[config.mk]
export PLATFORM = sky130hd
export DESIGN_NAME = obcm_top
export DESIGN_NICKNAME = d
export VERILOG_FILES = /design/src/obcm_decode.v /design/src/obcm_top.v
export VERILOG_INCLUDE_DIRS = /design/src
export SDC_FILE = /design/constraint.sdc
export NUM_CORES = 1
export LEC_CHECK = 0
export CAP_MARGIN = 10
export CORE_ASPECT_RATIO = 0.9
export CORE_MARGIN = 3
export CORE_UTILIZATION = 30
export DETAILED_ROUTE_END_ITERATION = 10
export DONT_BUFFER_PORTS = 1
export GPL_TIMING_DRIVEN = 0
export SYNTH_ARGS = -nofsm -noshare
export SYNTH_HDL_FRONTEND = slang
export SYNTH_SLANG_ARGS = --single-unit
[constraint.sdc]
create_clock -name pclk -period 1.9 [get_ports pclk]
set_clock_uncertainty 0.1 [all_clocks]
set_input_delay 0.095 -clock pclk [delete_from_list [all_inputs] [get_ports pclk]]
set_output_delay 0.095 -clock pclk [all_outputs]
set_load 0.02 [all_outputs]
[src/obcm_regs.vh]
// Constants of the option byte clock and flash mode loader
`ifndef OBCM_REGS_VH
`define OBCM_REGS_VH

// ***************
// Option byte
// ***************
`define OBCM_OPT_ADDR_PRI   17'h000c2
`define OBCM_OPT_ADDR_ALT   17'h010c2
`define OBCM_MODE_HI_BIT    7
`define OBCM_MODE_LO_BIT    6
`define OBCM_FIX1_BIT       5
`define OBCM_FIX0_BIT       4
`define OBCM_FRQ_MSB        3
`define OBCM_MODE_LV        2'b00
`define OBCM_MODE_LS        2'b10
`define OBCM_MODE_HS        2'b11

// ***************
// APB register map
// ***************
`define OBCM_REG_STATUS     12'h000
`define OBCM_REG_RAW        12'h004
`define OBCM_REG_FREQ       12'h008
`define OBCM_REG_MODE       12'h00c
`define OBCM_REG_CTRL       12'h010
`define OBCM_CTRL_RESET     1'b1

`endif

[src/obcm_decode.v]
// Combinational decode of the option byte fields
`timescale 1ns/1ns
`include "obcm_regs.vh"
module obcm_decode (
   input  wire [7:0] opt_byte,
   input  wire       osc_freq_select_b4,
   output reg  [2:0] mode_onehot,
   output reg        mode_bad,
   output reg  [6:0] oscillator_frequency,
   output reg  [5:0] main_clock_frequency,
   output reg        freq_bad,
   output wire       fixed_bad
);

   wire [1:0] mode_sel;
   wire [4:0] freq_sel;

   assign mode_sel  = {opt_byte[`OBCM_MODE_HI_BIT], opt_byte[`OBCM_MODE_LO_BIT]};
   assign freq_sel  = {osc_freq_select_b4, opt_byte[`OBCM_FRQ_MSB:0]};
   assign fixed_bad = ~opt_byte[`OBCM_FIX1_BIT] | opt_byte[`OBCM_FIX0_BIT];

   // Mode one-hot order: {high speed, low speed, low voltage}
   always @* begin
      mode_bad = 1'b0;
      case (mode_sel)
         `OBCM_MODE_LV: mode_onehot = 3'h1;
         `OBCM_MODE_LS: mode_onehot = 3'h2;
         `OBCM_MODE_HS: mode_onehot = 3'h4;
         default: begin
            mode_onehot = 3'h0;
            mode_bad    = 1'b1;
         end
      endcase
   end

   always @* begin
      freq_bad = 1'b0;
      case (freq_sel)
         5'h18: begin oscillator_frequency = 7'd64; main_clock_frequency = 6'd32; end
         5'h10: begin oscillator_frequency = 7'd48; main_clock_frequency = 6'd24; end
         5'h08: begin oscillator_frequency = 7'd32; main_clock_frequency = 6'd32; end
         5'h00: begin oscillator_frequency = 7'd24; main_clock_frequency = 6'd24; end
         5'h09: begin oscillator_frequency = 7'd16; main_clock_frequency = 6'd16; end
         5'h01: begin oscillator_frequency = 7'd12; main_clock_frequency = 6'd12; end
         5'h0a: begin oscillator_frequency = 7'd8;  main_clock_frequency = 6'd8;  end
         5'h02: begin oscillator_frequency = 7'd6;  main_clock_frequency = 6'd6;  end
         5'h0b: begin oscillator_frequency = 7'd4;  main_clock_frequency = 6'd4;  end
         5'h03: begin oscillator_frequency = 7'd3;  main_clock_frequency = 6'd3;  end
         5'h0c: begin oscillator_frequency = 7'd2;  main_clock_frequency = 6'd2;  end
         5'h0d: begin oscillator_frequency = 7'd1;  main_clock_frequency = 6'd1;  end
         default: begin
            oscillator_frequency = 7'd0;
            main_clock_frequency = 6'd0;
            freq_bad             = 1'b1;
         end
      endcase
   end

endmodule // obcm_decode

[src/obcm_top.v]
// Option byte loader: fetch after reset, decode, hold, APB status view
//
// Chosen here: the APB slave port.
`timescale 1ns/1ns
`include "obcm_regs.vh"
module obcm_top (
   input  wire        pclk,
   input  wire        presetn,
   input  wire        psel,
   input  wire        penable,
   input  wire        pwrite,
   input  wire [11:0] paddr,
   input  wire [31:0] pwdata,
   output reg  [31:0] prdata,
   output reg         pready,
   output reg         pslverr,
   input  wire        boot_swap,
   input  wire        osc_freq_select_b4,
   output reg         nvm_rd_req,
   output reg  [16:0] nvm_rd_addr,
   input  wire [7:0]  nvm_rd_data,
   input  wire        nvm_rd_valid,
   output reg         config_valid,
   output reg         config_error,
   output reg         low_voltage_main_mode,
   output reg         low_speed_main_mode,
   output reg         high_speed_main_mode,
   output reg  [6:0]  oscillator_frequency,
   output reg  [5:0]  main_clock_frequency
);

   // ***************
   // Loader states
   // ***************
   localparam [2:0] ST_FETCH = 3'b001;
   localparam [2:0] ST_WAIT  = 3'b010;
   localparam [2:0] ST_DONE  = 3'b100;

   reg  [2:0]  state;
   reg  [2:0]  next_state;
   reg  [7:0]  opt_byte;
   reg         freq_b4;
   reg         swap_used;
   reg         fallback_en;

   wire [2:0]  dec_mode;
   wire        dec_mode_bad;
   wire [6:0]  dec_osc;
   wire [5:0]  dec_main;
   wire        dec_freq_bad;
   wire        dec_fixed_bad;
   wire        any_bad;
   wire        loaded;
   wire        apb_access;
   wire        addr_ok;
   reg  [31:0] next_prdata;

   obcm_decode u_decode (
      .opt_byte             (opt_byte),
      .osc_freq_select_b4   (freq_b4),
      .mode_onehot          (dec_mode),
      .mode_bad             (dec_mode_bad),
      .oscillator_frequency (dec_osc),
      .main_clock_frequency (dec_main),
      .freq_bad             (dec_freq_bad),
      .fixed_bad            (dec_fixed_bad)
   );

   assign any_bad = dec_mode_bad | dec_freq_bad | dec_fixed_bad;
   assign loaded  = (state == ST_DONE);

   // ***************
   // Loader state machine
   // ***************
   always @* begin
      case (state)
         ST_FETCH: next_state = ST_WAIT;
         ST_WAIT:  next_state = nvm_rd_valid ? ST_DONE : ST_WAIT;
         ST_DONE:  next_state = ST_DONE;
         default:  next_state = ST_FETCH;
      endcase
   end

   always @(posedge pclk or negedge presetn) begin
      if (!presetn) begin
         state       <= ST_FETCH;
         nvm_rd_req  <= 1'b0;
         nvm_rd_addr <= 17'h00000;
         swap_used   <= 1'b0;
      end else begin
         state <= next_state;
         if (state == ST_FETCH) begin
            nvm_rd_req  <= 1'b1;
            swap_used   <= boot_swap;
            nvm_rd_addr <= boot_swap ? `OBCM_OPT_ADDR_ALT : `OBCM_OPT_ADDR_PRI;
         end else if (state == ST_WAIT && nvm_rd_valid) begin
            nvm_rd_req  <= 1'b0;
         end
      end
   end

   // Byte and b4 captured once, only on the single fetch answer
   always @(posedge pclk or negedge presetn) begin
      if (!presetn) begin
         opt_byte <= 8'h00;
         freq_b4  <= 1'b0;
      end else if (state == ST_WAIT && nvm_rd_valid) begin
         opt_byte <= nvm_rd_data;
         freq_b4  <= osc_freq_select_b4;
      end
   end

   // ***************
   // Settings outputs
   // ***************
   // Bad byte with fallback on: slowest safe setting, low-voltage at 1 MHz
   always @(posedge pclk or negedge presetn) begin
      if (!presetn) begin
         config_valid          <= 1'b0;
         config_error          <= 1'b0;
         low_voltage_main_mode <= 1'b0;
         low_speed_main_mode   <= 1'b0;
         high_speed_main_mode  <= 1'b0;
         oscillator_frequency  <= 7'd0;
         main_clock_frequency  <= 6'd0;
      end else if (loaded && !config_valid) begin
         // Latched on the first loaded cycle only; later fallback writes do not move them
         config_valid <= 1'b1;
         config_error <= any_bad;
         if (any_bad && fallback_en) begin
            low_voltage_main_mode <= 1'b1;
            low_speed_main_mode   <= 1'b0;
            high_speed_main_mode  <= 1'b0;
            oscillator_frequency  <= 7'd1;
            main_clock_frequency  <= 6'd1;
         end else begin
            low_voltage_main_mode <= dec_mode[0];
            low_speed_main_mode   <= dec_mode[1];
            high_speed_main_mode  <= dec_mode[2];
            oscillator_frequency  <= dec_osc;
            main_clock_frequency  <= dec_main;
         end
      end
   end

   // ***************
   // APB slave, zero wait states
   // ***************
   assign apb_access = psel & penable;
   assign addr_ok    = (paddr == `OBCM_REG_STATUS) | (paddr == `OBCM_REG_RAW) |
                       (paddr == `OBCM_REG_FREQ)   | (paddr == `OBCM_REG_MODE) |
                       (paddr == `OBCM_REG_CTRL);

   always @* begin
      next_prdata = 32'h00000000;
      case (paddr)
         `OBCM_REG_STATUS: next_prdata = {26'h0, swap_used, dec_fixed_bad & loaded,
                                          dec_freq_bad & loaded, dec_mode_bad & loaded, any_bad & loaded, loaded};
         `OBCM_REG_RAW:    next_prdata = {23'h0, freq_b4, opt_byte};
         `OBCM_REG_FREQ:   next_prdata = {18'h0, main_clock_frequency, 1'b0, oscillator_frequency};
         `OBCM_REG_MODE:   next_prdata = {29'h0, high_speed_main_mode, low_speed_main_mode, low_voltage_main_mode};
         `OBCM_REG_CTRL:   next_prdata = {31'h0, fallback_en};
         default:          next_prdata = 32'h00000000;
      endcase
   end

   always @(posedge pclk or negedge presetn) begin
      if (!presetn) begin
         prdata      <= 32'h00000000;
         pready      <= 1'b0;
         pslverr     <= 1'b0;
         fallback_en <= `OBCM_CTRL_RESET;
      end else begin
         pready  <= psel & ~penable;
         pslverr <= psel & ~penable & ~addr_ok;
         prdata  <= (psel & ~penable & ~pwrite) ? next_prdata : 32'h00000000;
         if (apb_access && pready && pwrite && paddr == `OBCM_REG_CTRL)
            fallback_en <= pwdata[0];
      end
   end

endmodule // obcm_top

==> impl_metrics.tcl, run 1 <==
set metrics [dict create \
    dieArea_sq_um 9880 \
    synth_sequential_area_ratio_pct 47.9 \
    ys.warnings.count 0 \
    synthesis.area_sq_um 2620 \
    start_util_pct 31.7 \
    final.fill_count 802 \
    hpwl_um 4580 \
    wl_per_cell_um 14.0 \
    drv_cap 0 \
    synth_top_area_cell "dfrtp_1" \
    post_cts_buffers 0 \
    r2r_setup_slack_ps 120 \
    portBuffers 0 \
    power.internal_uw 2510 \
    via_per_inst 4.46 \
    nets 365 \
    grt_max_degree 51 \
    leakagePower_uw 0.00147 \
    maxSlewHeadroom_pct 59.7 \
    powerDensity_nw_per_um2 1290 \
    endpoint_kind "register" \
    clk_pin_slew_ps 90 \
    first_pass_iters 4 \
    synth-main-ff-cell "dfrtp_1" \
    num_rows 31 \
    path_class "register to register" \
    cts_tree "done" \
    period_share_pct 93.7 \
    totalWireLength_um 5910 \
    syn2layout_area_growth_pct 23.0 \
    ys_ff_latch 50 \
    vias 1878 \
    slowest_stage "dfrtp_1" \
    switching_power_uw 1650 \
    hold_viol_final 0 \
    r2r_start "state[2]" \
    layout_commonest_cell "dfrtp_1" \
    start_kind "register" \
    path_max_fanout 10 \
    die_h_um 94.6 \
    clock_latency_ps 300 \
    antenna_cells 0 \
    comb_power_share_pct 33.9 \
    cts.path.max_buffers 2 \
    critPathArrivalTime_ps 1870 \
    grt_usage_pct 12.3 \
    die_w_um 104 \
    final-setup-viol-count 0 \
    final.setup.tns_ps 0 \
    fp.coreArea_sq_um 8260 \
    r2r_end "opt_byte[4]" \
    drc 0 \
    pin_count 130 \
    ys_async_sr_fraction_pct 100 \
    status "finished, final reports clean" \
    avgSynthCellArea_sq_um 10.5 \
    synthTopCellsByArea "dfrtp_1, buf_4, a21oi_1" \
    grt_antenna_before_repair 0 \
    synth_top_cell_area_share_pct 45.9 \
    path_cells "nand2b_1 -> nor3b_2 -> buf_2 -> mux2_2" \
    worstHoldStart "paddr[4]" \
    rsz0062_at_grt "false" \
    power.share.clock_pct 21.3 \
    reg2reg_depth 4 \
    drv_slew 0 \
    cpPeakStageDelay_ps 430 \
    pwr-share-seq_pct 44.9 \
    htreeDepth 2 \
    cts_root_buffer "clkbuf_8" \
    vdd_drop_max_uv 493 \
    p_sw_share_pct 39.6 \
    p_total_uw 4150 \
    synth_edf_count 0 \
    hold_path_depth 3 \
    hold_path_end "fallback_en" \
    synth_cell_types 47 \
    tightest_slew_ps 604 \
    cp-startpoint "state[2]" \
    clock-sinks 50 \
    syn_inst 249 \
    grt_pass1_wl_um 9600 \
    worstPathRequired_ps 1990 \
    fin_util_pct 39.0 \
    min_path_type "input pin to register" \
    final_cell_mix "dfrtp_1, buf_4, conb_1" \
    antenna_left 0 \
    max_freq_ghz 0.562 \
    routabilityCongestion 0.846 \
    overflow 0 \
    drtIter0Drc 98 \
    cts_buffers 5 \
    drive_gt1_share_pct 24.2 \
    grt_pass1_vias 1809 \
    fin_crit_ps 1780 \
]
==> how the worst max path moves through the flow <==
stage                                        to  slack, ps
final                               opt_byte[4]        120
after global routing                opt_byte[4]         30
after CTS                           opt_byte[4]         90
after detailed placement            opt_byte[4]        100
after global placement              opt_byte[1]        130
after floorplan           low_voltage_main_mode        290
==> registers in the layout, summed over array words and instances, names as in the netlist <==
signal,cells
prdata,14
opt_byte,8
oscillator_frequency,7
main_clock_frequency,6
state,3
config_error,1
config_valid,1
fallback_en,1
freq_b4,1
high_speed_main_mode,1
low_speed_main_mode,1
low_voltage_main_mode,1
nvm_rd_addr,1
nvm_rd_req,1
pready,1
pslverr,1
swap_used,1
==> critical path, delay by kind of cell (launching register included) <==
kind	cells	cell delay [ps]
and+or+nand+nor	2	510
buffers and inverters	1	280
muxes	1	360
DFF	1	430
==> per-layer routing <==
metal | global-route usage, % | vias up | part of all wire, %
li1 | - | 910 | -
met1 | 16.2 | 882 | 44
met2 | 18.3 | 82 | 44
met3 | 5.40 | 4 | 11
met4 | 3.65 | 0 | 0.93
met5 | 0 | - | 0
==> power groups by stage <==
stage	Combinational, uW	Sequential, uW	Clock (uW)
6_report	1410	1860	883
5_1_grt	1570	1920	958
4_1_cts	1410	1880	904
3_5_place_dp	1340	1910	0
3_3_place_gp	1320	1910	0
2_1_floorplan	1140	1770	0
==> repair_timing <==
action                    in CTS  in global routing
hold endpoints to repair      65                  0
gates resized for setup        0                  0
hold buffers                  19                  0
==> cell type report <==
class | instances | area (sq um) | area share, %
Buffer | 45 | 319 | 9.91
Clock buffer | 5 | 68.8 | 2.14
Clock inverter | 3 | 68.8 | 2.14
Inverter | 7 | 26.3 | 0.816
Multi-Input combinational cell | 177 | 1130 | 35.1
Sequential cell | 50 | 1250 | 38.9
Tap cell | 115 | 144 | 4.47
Timing Repair Buffer | 19 | 208 | 6.45
==> logic make-up after synthesis <==
family | Yosys count | share of synthesized area [%]
buffers and inverters | 52 | 13.2
xor gates and xnor gates | 2 | 0.669
muxes | 11 | 5.02
and+or+nand+nor | 75 | 16.1
other | 1 | 0.143
DFF | 50 | 47.9
AOI/OAI and AO/OA | 58 | 17.0
==> stage by stage <==
stage / instances / area, sq um / setup slack, ps / hold WS, ps
2_1_floorplan: 279 / 2730 / 286 / -301
3_3_place_gp: 394 / 2870 / 130 / -300
3_5_place_dp: 394 / 2870 / 105 / -299
4_1_cts: 421 / 3220 / 86.3 / 21.4
5_1_grt: 421 / 3220 / 32.1 / 28.0
6_report: 421 / 3220 / 120 / 26.0
==> synth_stat cells (2+ instances only) <==
cell type / count
nand4_1: 2
nor2_1: 14
inv_1: 7
a211o_1: 2
nand3_1: 4
nand2b_1: 7
mux2_2: 7
nand2_1: 18
nor2b_1: 7
buf_6: 2
dfrtp_1: 48
xor2_1: 2
a21oi_1: 19
o21ai_0: 12
a22oi_1: 5
a32o_1: 4
dfstp_2: 2
or3_1: 2
nor3_1: 4
clkbuf_1: 5
buf_2: 3
and2_1: 7
o31ai_2: 6
mux2i_1: 3
buf_4: 35
(Power assumes the default switching activity.)
==> run 2, diff against run 1 <==
--- a/config.mk
+++ b/config.mk
@@ -9,10 +9,9 @@
 export CAP_MARGIN = 10
 export CORE_ASPECT_RATIO = 0.9
 export CORE_MARGIN = 3
-export CORE_UTILIZATION = 30
+export CORE_UTILIZATION = 45
 export DETAILED_ROUTE_END_ITERATION = 10
 export DONT_BUFFER_PORTS = 1
-export GPL_TIMING_DRIVEN = 0
 export SYNTH_ARGS = -nofsm -noshare
 export SYNTH_HDL_FRONTEND = slang
 export SYNTH_SLANG_ARGS = --single-unit
==> impl_metrics.tcl, run 2 (synthesized netlist as in run 1, its figures left out) <==
set metrics [dict create \
    overflow 0 \
    fp.coreArea_sq_um 5440 \
    hold_ws_ps 15.7 \
    clk_pin_slew_ps 90 \
    largest_reg_flops 14 \
    drtIter0Drc 69 \
    worstPathRequired_ps 2050 \
    cts_tree "done" \
    cts.path.max_buffers 2 \
    grt_max_degree 51 \
    start_kind "input pin" \
    antenna_left 0 \
    clock-sinks 50 \
    fin_util_pct 53.2 \
    final.setup.tns_ps 0 \
    layout_setup_ws_ps 110 \
    critPathArrivalTime_ps 1940 \
    htreeDepth 2 \
    cts_resized 0 \
    num_rows 25 \
    final-setup-viol-count 0 \
    wl_per_cell_um 16.1 \
    period_share_pct 94.2 \
    start_util_pct 48.1 \
    nets 332 \
    reg_top3 "prdata (14), opt_byte (8), oscillator_frequency (7)" \
    syn2layout_area_growth_pct 10.6 \
    die_w_um 86.4 \
    leakagePower_uw 0.00128 \
    grt_pass1_wl_um 8830 \
    regMostFlops "prdata" \
    grt_antenna_before_repair 0 \
    p_total_uw 3850 \
    drv_slew 0 \
    grt_usage_pct 16.6 \
    powerDensity_nw_per_um2 1330 \
    hpwl_um 3930 \
    pre_cts_slack_ps 182 \
    clock_latency_ps 300 \
    first_pass_iters 4 \
    rsz0062_at_grt "false" \
    pin_count 130 \
    routabilityCongestion 0.848 \
    drive_gt1_share_pct 15.8 \
    via_per_inst 5.20 \
    layout_commonest_cell "dfrtp_1" \
    vdd_drop_max_uv 711 \
    portBuffers 0 \
    min_path_type "input pin to register" \
    antenna_cells 0 \
    vias 1769 \
    endpoint_kind "register" \
    die_h_um 78.4 \
    drv_cap 0 \
    status "finished, final reports clean" \
    maxSlewHeadroom_pct 62.7 \
    final_cell_mix "dfrtp_1, conb_1, dlygate4sd3_1" \
    hold_viol_final 0 \
    cts_buffers 5 \
    totalWireLength_um 5460 \
    cts_root_buffer "clkbuf_8" \
    path_max_fanout 4 \
    path_class "input pin to register" \
    drc 0 \
    final.fill_count 490 \
    grt_pass1_vias 1643 \
    dieArea_sq_um 6770 \
    max_freq_ghz 0.559 \
    tightest_slew_ps 560 \
    fin_crit_ps 1790 \
]
==> run 2: repair_timing <==
item,CTS,global route
buffers inserted,0,0
hold buffers,22,0
endpoints found under the hold margin,71,0
==> run 2: power by group <==
group	total, uW	switching (uW)	internal (uW)
logic	1270	690	581
clock network	636	369	266
registers	1940	572	1370
total	3850	1630	2210
==> run 2: final cells by class <==
type                       count  area [sq um]  share of cell area (%)
timing repair buffer          31           305                    10.5
multi-input combinational    177          1130                    39.1
clock buffer                   5          68.8                    2.38
tap                           67          83.8                    2.90
clock inverter                 3          25.0                   0.865
sequential                    50          1250                    43.3
inverter                       7          26.3                   0.908
==> run 2: final timing paths <==
check,to,startpoint,slack (ps),cells past startpoint
setup / recovery,pslverr,paddr[4],110,5
hold / removal,prdata[0],paddr[3],20,2
setup reg to reg,prdata[1],state[1],160,4
hold reg to reg,state[1],state[2],420,1
max in group asynchronous,fallback_en,presetn,1230,2
min in group asynchronous,prdata[3],presetn,180,2
==> run 2: per-stage QoR <==
stage / area, sq um / instances
after CTS: 2890 / 340
after detailed placement: 2560 / 310
after floorplan: 2730 / 279
after global routing: 2890 / 340
final: 2890 / 340
after global placement: 2560 / 310
==> run 2: per-layer routing <==
| metal | routed length, um | vias up | global-route usage [%] |
|---|---|---|---|
| met2 | 2400 | 82 | 23.9 |
| li1 | - | 844 | - |
| met3 | 448 | 4 | 5.25 |
| met1 | 2570 | 839 | 24.2 |
| met4 | 42 | 0 | 4.05 |
| met5 | 0 | - | 0 |
==> run 2: worst max-delay path: stages <==
cell	delay, ps
dlygate4sd3_1	540
o21ai_0	70
dlygate4sd3_1	550
a21oi_1	140
dlygate4sd3_1	550
